File: src/dgia_pkg.sv
`default_nettype none
package dgia_pkg;
  // display register offsets on the device port
  localparam logic [19:0] DISP_LIVE_OFS  = 20'h44000;
  localparam logic [19:0] DISP_MASK_OFS  = 20'h44004;
  localparam logic [19:0] DISP_IDENT_OFS = 20'h44008;
  localparam logic [19:0] DISP_EN_OFS    = 20'h4400C;
  // message write targets for graphics core sources
  localparam logic [19:0] CORE_MSG_ADDR  = 20'h50200;
  // reset values
  localparam logic [31:0] MASK_RESET  = 32'hFFFFFFFF;
  localparam logic [31:0] IDENT_RESET = 32'h00000000;
  localparam logic [31:0] EN_RESET    = 32'h00000000;
  // master gate position, only in the enable register
  localparam int          MASTER_BIT  = 31;
  localparam logic [31:0] MASTER_MASK = 32'h80000000;
  // implemented display source bits per variant
  localparam logic [31:0] DISP_IMPL_V1 = 32'h3FF7FFFF;
  localparam logic [31:0] DISP_IMPL_V2 = 32'h3DF7FFFF;
  // graphics core source maps per variant
  localparam logic [31:0] CORE_MAP_V1 = 32'h000002FD;
  localparam logic [31:0] CORE_MAP_V2 = 32'h274DD0DD;
  // first variant core bit positions
  localparam int CORE_SYNC  = 2;
  localparam int CORE_ERROR = 3;
  localparam int CORE_FENCE = 4;
  // host register offsets (AXI4-Lite byte addresses)
  localparam logic [7:0] H_ADDR_OFS   = 8'h00;
  localparam logic [7:0] H_WDATA_OFS  = 8'h04;
  localparam logic [7:0] H_CTRL_OFS   = 8'h08;
  localparam logic [7:0] H_RDATA_OFS  = 8'h0C;
  localparam logic [7:0] H_STATUS_OFS = 8'h10;
  localparam logic [7:0] H_MSG_OFS    = 8'h14;
  // host control and status fields
  localparam int CTRL_START_WR = 0;
  localparam int CTRL_START_RD = 1;
  localparam int STAT_BUSY     = 0;
  localparam int STAT_IRQ      = 1;
  localparam logic [1:0] RESP_OKAY   = 2'b00;
  localparam logic [1:0] RESP_SLVERR = 2'b10;
endpackage
`default_nettype wire

File: src/dgia_if.sv
`timescale 1ns/1ns
`default_nettype none
interface dgia_if;
  logic [19:0] reg_addr;    // register offset
  logic        reg_wr;      // write strobe, one cycle
  logic        reg_rd;      // read strobe, one cycle
  logic [31:0] reg_wdata;   // write data
  logic [31:0] reg_rdata;   // read data
  logic        reg_rvalid;  // read data valid, one cycle
  logic        msg_valid;   // interrupt message write
  logic [19:0] msg_addr;    // message target
  logic [31:0] msg_data;    // message bits written as 1
  logic        cpu_irq;     // interrupt to the cpu
  modport dev (input reg_addr, reg_wr, reg_rd, reg_wdata,
               msg_valid, msg_addr, msg_data,
               output reg_rdata, reg_rvalid, cpu_irq);
  modport host (output reg_addr, reg_wr, reg_rd, reg_wdata,
                msg_valid, msg_addr, msg_data,
                input reg_rdata, reg_rvalid, cpu_irq);
endinterface
`default_nettype wire

File: src/dgia_host.sv
`timescale 1ns/1ns
`default_nettype none
// cpu side: AXI4-Lite slave that drives the device port
module dgia_host (
  input  wire logic        aclk,
  input  wire logic        aresetn,
  dgia_if.host             bus,
  input  wire logic [7:0]  awaddr,
  input  wire logic        awvalid,
  output logic             awready,
  input  wire logic [31:0] wdata,
  input  wire logic [3:0]  wstrb,
  input  wire logic        wvalid,
  output logic             wready,
  output logic      [1:0]  bresp,
  output logic             bvalid,
  input  wire logic        bready,
  input  wire logic [7:0]  araddr,
  input  wire logic        arvalid,
  output logic             arready,
  output logic      [31:0] rdata,
  output logic      [1:0]  rresp,
  output logic             rvalid,
  input  wire logic        rready
);
  import dgia_pkg::*;

  typedef enum {DGIA_IDLE, DGIA_READ} dgia_state_t;
  dgia_state_t state;       // device read in flight or not
  logic        aw_got;      // write address held
  logic        w_got;       // write data held
  logic        ar_got;      // read address held
  logic [7:0]  aw_q;        // held write address
  logic [7:0]  ar_q;        // held read address
  logic [31:0] w_q;         // held write data
  logic [3:0]  s_q;         // held strobes
  logic [31:0] dev_addr;    // device offset register
  logic [31:0] dev_wdata;   // device write data register
  logic [31:0] dev_rdata;   // last device read result

  ////////////////////////////////////////////////////////////
  // decode of the held write and read
  wire do_wr   = aw_got & w_got & ~bvalid;
  wire do_rd   = ar_got & ~rvalid;
  wire aw_hs   = awvalid & awready;
  wire w_hs    = wvalid & wready;
  wire ar_hs   = arvalid & arready;
  wire busy    = state != DGIA_IDLE;
  wire w_addr  = aw_q == H_ADDR_OFS;
  wire w_wdat  = aw_q == H_WDATA_OFS;
  wire w_ctrl  = aw_q == H_CTRL_OFS;
  wire w_msg   = aw_q == H_MSG_OFS;
  wire w_ok    = w_addr | w_wdat | w_ctrl | w_msg;
  wire [31:0] bmask = {{8{s_q[3]}}, {8{s_q[2]}},
                       {8{s_q[1]}}, {8{s_q[0]}}};
  wire [31:0] wmerge_a = (dev_addr & ~bmask) | (w_q & bmask);
  wire [31:0] wmerge_d = (dev_wdata & ~bmask) | (w_q & bmask);
  // a start is dropped while a device read is in flight
  wire start_wr = do_wr & w_ctrl & w_q[CTRL_START_WR] & ~busy;
  wire start_rd = do_wr & w_ctrl & w_q[CTRL_START_RD]
                & ~w_q[CTRL_START_WR] & ~busy;
  wire send_msg = do_wr & w_msg;
  wire [31:0] status = {30'h0, bus.cpu_irq, busy};
  wire r_ok = (ar_q == H_ADDR_OFS) | (ar_q == H_WDATA_OFS)
            | (ar_q == H_CTRL_OFS) | (ar_q == H_RDATA_OFS)
            | (ar_q == H_STATUS_OFS) | (ar_q == H_MSG_OFS);
  wire [31:0] rd_mux =
    (ar_q == H_ADDR_OFS)   ? dev_addr  :
    (ar_q == H_WDATA_OFS)  ? dev_wdata :
    (ar_q == H_RDATA_OFS)  ? dev_rdata :
    (ar_q == H_STATUS_OFS) ? status    : 32'h00000000;
  wire next_aw_got = (aw_got | aw_hs) & ~do_wr;
  wire next_w_got  = (w_got | w_hs) & ~do_wr;
  wire next_bvalid = do_wr | (bvalid & ~bready);
  wire next_ar_got = (ar_got | ar_hs) & ~do_rd;
  wire next_rvalid = do_rd | (rvalid & ~rready);

  ////////////////////////////////////////////////////////////
  // AXI handshakes; each ready only while its own channel holds nothing and its response is not pending
  always_ff @(posedge aclk) begin
    if (!aresetn) begin
      aw_got  <= 1'b0;
      w_got   <= 1'b0;
      ar_got  <= 1'b0;
      awready <= 1'b0;
      wready  <= 1'b0;
      arready <= 1'b0;
      bvalid  <= 1'b0;
      rvalid  <= 1'b0;
    end else begin
      aw_got  <= next_aw_got;
      w_got   <= next_w_got;
      ar_got  <= next_ar_got;
      awready <= ~next_aw_got & ~next_bvalid;
      wready  <= ~next_w_got & ~next_bvalid;
      arready <= ~next_ar_got & ~next_rvalid;
      bvalid  <= next_bvalid;
      rvalid  <= next_rvalid;
    end
  end

  // payload capture, cleared at reset like the handshake flops
  always_ff @(posedge aclk) begin
    if (!aresetn) begin
      aw_q  <= 8'h00;
      ar_q  <= 8'h00;
      w_q   <= 32'h00000000;
      s_q   <= 4'h0;
      bresp <= RESP_OKAY;
      rresp <= RESP_OKAY;
      rdata <= 32'h00000000;
    end else begin
      if (aw_hs)
        aw_q <= awaddr;
      if (ar_hs)
        ar_q <= araddr;
      if (w_hs) begin
        w_q <= wdata;
        s_q <= wstrb;
      end
      if (do_wr)
        bresp <= w_ok ? RESP_OKAY : RESP_SLVERR;
      if (do_rd) begin
        rdata <= rd_mux;
        rresp <= r_ok ? RESP_OKAY : RESP_SLVERR;
      end
    end
  end

  ////////////////////////////////////////////////////////////
  // software registers and device port strobes
  always_ff @(posedge aclk) begin
    if (!aresetn) begin
      dev_addr      <= 32'h00000000;
      dev_wdata     <= 32'h00000000;
      dev_rdata     <= 32'h00000000;
      state         <= DGIA_IDLE;
      bus.reg_addr  <= 20'h00000;
      bus.reg_wdata <= 32'h00000000;
      bus.reg_wr    <= 1'b0;
      bus.reg_rd    <= 1'b0;
      bus.msg_valid <= 1'b0;
      bus.msg_addr  <= 20'h00000;
      bus.msg_data  <= 32'h00000000;
    end else begin
      bus.reg_wr    <= start_wr;
      bus.reg_rd    <= start_rd;
      bus.msg_valid <= send_msg;
      if (do_wr && w_addr)
        dev_addr <= wmerge_a;
      if (do_wr && w_wdat)
        dev_wdata <= wmerge_d;
      if (start_wr || start_rd) begin
        bus.reg_addr  <= dev_addr[19:0];
        bus.reg_wdata <= dev_wdata;
      end
      if (send_msg) begin
        bus.msg_addr <= CORE_MSG_ADDR;
        bus.msg_data <= w_q;
      end
      // wait for the device answer, however long it takes
      case (state)
        DGIA_IDLE: if (start_rd) state <= DGIA_READ;
        DGIA_READ: if (bus.reg_rvalid) begin
          dev_rdata <= bus.reg_rdata;
          state     <= DGIA_IDLE;
        end
        default: state <= DGIA_IDLE;
      endcase
    end
  end
endmodule // dgia_host
`default_nettype wire

File: src/flat_wrapper.sv
// flat-port wrapper written by rule: the top's interface ports become plain ports
module dgia_host_flat import dgia_pkg::*;
  (aclk, aresetn, awaddr, awvalid, awready, wdata, wstrb, wvalid, wready, bresp, bvalid, bready, araddr, arvalid, arready, rdata, rresp, rvalid, rready, bus_reg_addr, bus_reg_wr, bus_reg_rd, bus_reg_wdata, bus_msg_valid, bus_msg_addr, bus_msg_data, bus_reg_rdata, bus_reg_rvalid, bus_cpu_irq);
  dgia_if bus_i ();
  input  wire logic aclk;
  input  wire logic aresetn;
  input  wire logic [7:0] awaddr;
  input  wire logic awvalid;
  output logic awready;
  input  wire logic [31:0] wdata;
  input  wire logic [3:0] wstrb;
  input  wire logic wvalid;
  output logic wready;
  output logic      [1:0] bresp;
  output logic bvalid;
  input  wire logic bready;
  input  wire logic [7:0] araddr;
  input  wire logic arvalid;
  output logic arready;
  output logic      [31:0] rdata;
  output logic      [1:0] rresp;
  output logic rvalid;
  input  wire logic rready;
  output wire logic [$bits(bus_i.reg_addr)-1:0] bus_reg_addr;
  output wire logic [$bits(bus_i.reg_wr)-1:0] bus_reg_wr;
  output wire logic [$bits(bus_i.reg_rd)-1:0] bus_reg_rd;
  output wire logic [$bits(bus_i.reg_wdata)-1:0] bus_reg_wdata;
  output wire logic [$bits(bus_i.msg_valid)-1:0] bus_msg_valid;
  output wire logic [$bits(bus_i.msg_addr)-1:0] bus_msg_addr;
  output wire logic [$bits(bus_i.msg_data)-1:0] bus_msg_data;
  input wire logic [$bits(bus_i.reg_rdata)-1:0] bus_reg_rdata;
  input wire logic [$bits(bus_i.reg_rvalid)-1:0] bus_reg_rvalid;
  input wire logic [$bits(bus_i.cpu_irq)-1:0] bus_cpu_irq;
  assign bus_reg_addr = bus_i.reg_addr;
  assign bus_reg_wr = bus_i.reg_wr;
  assign bus_reg_rd = bus_i.reg_rd;
  assign bus_reg_wdata = bus_i.reg_wdata;
  assign bus_msg_valid = bus_i.msg_valid;
  assign bus_msg_addr = bus_i.msg_addr;
  assign bus_msg_data = bus_i.msg_data;
  assign bus_i.reg_rdata = bus_reg_rdata;
  assign bus_i.reg_rvalid = bus_reg_rvalid;
  assign bus_i.cpu_irq = bus_cpu_irq;
  dgia_host u_core (.aclk(aclk), .aresetn(aresetn), .bus(bus_i), .awaddr(awaddr), .awvalid(awvalid), .awready(awready), .wdata(wdata), .wstrb(wstrb), .wvalid(wvalid), .wready(wready), .bresp(bresp), .bvalid(bvalid), .bready(bready), .araddr(araddr), .arvalid(arvalid), .arready(arready), .rdata(rdata), .rresp(rresp), .rvalid(rvalid), .rready(rready));
endmodule
File: config.mk
export PLATFORM = sky130hd
export DESIGN_NAME = dgia_host_flat
export DESIGN_NICKNAME = d
export VERILOG_FILES = /design/src/dgia_pkg.sv /design/src/dgia_if.sv /design/src/dgia_host.sv /design/src/flat_wrapper.sv
export SDC_FILE = /design/constraint.sdc
export NUM_CORES = 1
export LEC_CHECK = 0
export BUFFER_PORTS_ARGS = -buffer_cell sky130_fd_sc_hd__buf_2
export CAP_MARGIN = 0
export CORE_MARGIN = 2
export CORE_UTILIZATION = 50
export DETAILED_ROUTE_END_ITERATION = 7
export PLACE_DENSITY = 0.81
export SYNTH_ARGS = -nofsm -noshare
export SYNTH_HDL_FRONTEND = slang
export SYNTH_SLANG_ARGS = --single-unit
File: constraint.sdc
create_clock -name aclk -period 5.1 [get_ports aclk]
set_input_delay 0.765 -clock aclk [delete_from_list [all_inputs] [get_ports aclk]]
set_output_delay 0.765 -clock aclk [all_outputs]
set_load 0.02 [all_outputs]
==> results.sh <==
export IMPL_cts_resized=0
export IMPL_n_antenna_cell=0
export IMPL_vias_per_cell=5.42
export IMPL_finalCritPeriodShare_pct=49.9
export IMPL_clk_pin_slew_worst_paths_ps=60
export IMPL_ys_ff_latch=279
export IMPL_leakage_nw=5.37
export IMPL_synth_xor_area_share_pct=0
export IMPL_drtIter0Drc=538
export IMPL_min_delay_start="u_core.rdata[16]$_SDFFE_PN0P_"
export IMPL_grt_pass1_vias=8628
export IMPL_ys_async_sr_fraction_pct=0
export IMPL_clock_power_share_pct=44.5
export IMPL_fin_crit_ps=2550
export IMPL_syn_area_per_cell_sq_um=8.65
export IMPL_worstSkewPairLatency_ps=520
export IMPL_clock_sinks=279
export IMPL_start_util_pct=51.3
export IMPL_antenna_found_initial=0
export IMPL_grt_usage_pct=24.8
export IMPL_drc=0
export IMPL_dp_hpwl_um=18600
export IMPL_layout_common_cells="nand2_1 (391), dfxtp_1 (278), buf_2 (220)"
export IMPL_gr_total_overflow=0
export IMPL_ant_nets=0
export IMPL_ys_types=37
export IMPL_fmax_mhz=393
export IMPL_crit_arrival_ps=2910
export IMPL_ys_seq_area_share_pct=53.5
export IMPL_synth_compound_area_share_pct=11.5
export IMPL_grt_pass1_wl_um=44000
export IMPL_required_ps=5470
export IMPL_end_kind="flip-flop"
export IMPL_crit_fanout=36
export IMPL_max_cap_violations=0
export IMPL_fin_skew_ps=15.8
export IMPL_startpoint="u_core.ar_q[2]$_SDFFE_PN0P_"
export IMPL_max_clock_path_buffers=3
export IMPL_synth_edf_count=0
export IMPL_p_per_area_nw_per_um2=373
export IMPL_synth_top_family_by_area="simple AND/OR/NAND/NOR gates"
export IMPL_ir_drop_uv=244
export IMPL_dieHeight_um=149
export IMPL_grt_max_degree=105
export IMPL_htree_levels=1
export IMPL_worstMarginPinSlew_ps=1060
export IMPL_synth_flop_cell="dfxtp_1"
export IMPL_dr_pass1_iters=5
export IMPL_fill_cells=1736
export IMPL_setup_tns_ps=0
export IMPL_start_kind="flip-flop"
export IMPL_core_area_sq_um=20400
export IMPL_slew_viol_final=0
export IMPL_grt_setup_unrepaired="no"
export IMPL_switching_share_pct=23.2
export IMPL_synthSimpleGateAreaFrac_pct=20.4
export IMPL_seqPwrFrac_pct=48.5
export IMPL_yosysWarnings=0
export IMPL_p_int_mw=3.56
export IMPL_muxShareOfSynthArea_pct=9.20
export IMPL_port_buffers=221
export IMPL_pwr_share_comb_pct=6.9
export IMPL_cts_tree="done"
export IMPL_mostFrequentLayoutCell="nand2_1"
export IMPL_area_growth_pct=19.1
export IMPL_rows=52
export IMPL_die_area_sq_um=22100
export IMPL_p_switching_mw=1.08
export IMPL_synth_cells=1207
export IMPL_finalHoldViolCount=0
export IMPL_nNetsFinal=1468
export IMPL_numCtsBuffers=27
export IMPL_cts_root_buffer="clkbuf_16"
export IMPL_crit_type="flip-flop to flip-flop"
export IMPL_final_cells=1665
export IMPL_drive_above_1_share_pct=20.9
export IMPL_fin_hold_ws_ps=449
export IMPL_cts_setup_buffers=0
export IMPL_synthesis_area_sq_um=10400
export IMPL_r2r_start="u_core.ar_q[2]$_SDFFE_PN0P_"
export IMPL_hold_class="flip-flop to flip-flop"
export IMPL_post_place_cells=1616
export IMPL_ioPinCount=241
export IMPL_post_drt_wl_per_cell_um=17.0
export IMPL_die_w_um=149
export IMPL_wirelength_um=28300
export IMPL_status="finished clean"
export IMPL_cts_hold_buffers_added=0
export IMPL_vias=9027
export IMPL_synthAdderAreaFrac_pct=0
export IMPL_max_slew_margin_pct=29.0
export IMPL_finalSetupViolations=0
export IMPL_gp_congestion=0.804
## worst max-delay path, cell delays in order (launching register included)
cell and delay (ps):
dfxtp_2 560, nor3_1 400, nand3_2 750, o221ai_1 520
o21ai_0 150
## area by class of cell
cell class	count	area [sq um]	area share (%)
Sequential cell	279	5590	44.9
Clock inverter	9	128	1.03
Inverter	5	20.0	0.161
Multi-Input combinational cell	833	4390	35.3
Tap cell	270	338	2.72
Clock buffer	40	805	6.47
Timing Repair Buffer	229	1170	9.42
## cell usage after synthesis, types with 6 or more instances
| cell | count | share of area [%] |
|---|---|---|
| nor3_1 | 6 | 0.29 |
| a21oi_1 | 88 | 4.2 |
| buf_4 | 22 | 1.6 |
| buf_2 | 10 | 0.48 |
| mux2i_1 | 96 | 9.2 |
| nand3_1 | 63 | 3.0 |
| nand2_1 | 391 | 14 |
| o21ai_0 | 84 | 4.0 |
| dfxtp_1 | 279 | 53 |
| nor2_1 | 11 | 0.40 |
| nand3_2 | 8 | 0.77 |
| clkbuf_1 | 70 | 2.5 |
| o221ai_1 | 30 | 2.5 |
## stage by stage
stage	setup slack, ps	utilization, %	instance area (sq um)	total power, mW
6_report	2550	61.1	12400	4.64
5_1_grt	2390	61.1	12400	4.79
4_1_cts	2620	61.1	12400	4.65
3_5_place_dp	2190	56.5	11500	2.62
3_3_place_gp	2250	56.5	11500	2.61
2_1_floorplan	3220	-	10500	2.51
## cells by family (layout without fill, tap and decap cells)
group                  after synthesis  in the layout
AOI/OAI and AO/OA                  213            213
buffers and inverters              113            283
DFF                                279            279
muxes                               96             96
other                                1             19
and+or+nand+nor                    505            505
## worst paths after layout
check                                        to  slack (ps)  depth (start not counted)
hold reg to reg   u_core.rdata[16]$_SDFFE_PN0P_         450                          2
hold / removal    u_core.rdata[16]$_SDFFE_PN0P_         450                          2
setup / recovery  u_core.rdata[14]$_SDFFE_PN0P_        2550                          4
setup reg to reg  u_core.rdata[14]$_SDFFE_PN0P_        2550                          4
## metal layers
layer / track usage, % / vias to the layer above / part of all wire, %
li1: - / 4355 / -
met1: 33.5 / 4276 / 44
met2: 41.3 / 346 / 47
met3: 3.93 / 50 / 7.2
met4: 6.90 / 0 / 2.3
met5: 0 / - / 0
## power by group through the flow
stage	Sequential, mW	Combinational, mW	Clock [mW]
6_report	2.25	0.322	2.07
2_1_floorplan	2.31	0.200	0
3_3_place_gp	2.30	0.314	0
3_5_place_dp	2.30	0.317	0
4_1_cts	2.25	0.318	2.08
5_1_grt	2.26	0.348	2.18
No activity file was read; power rests on OpenSTA's default activity.
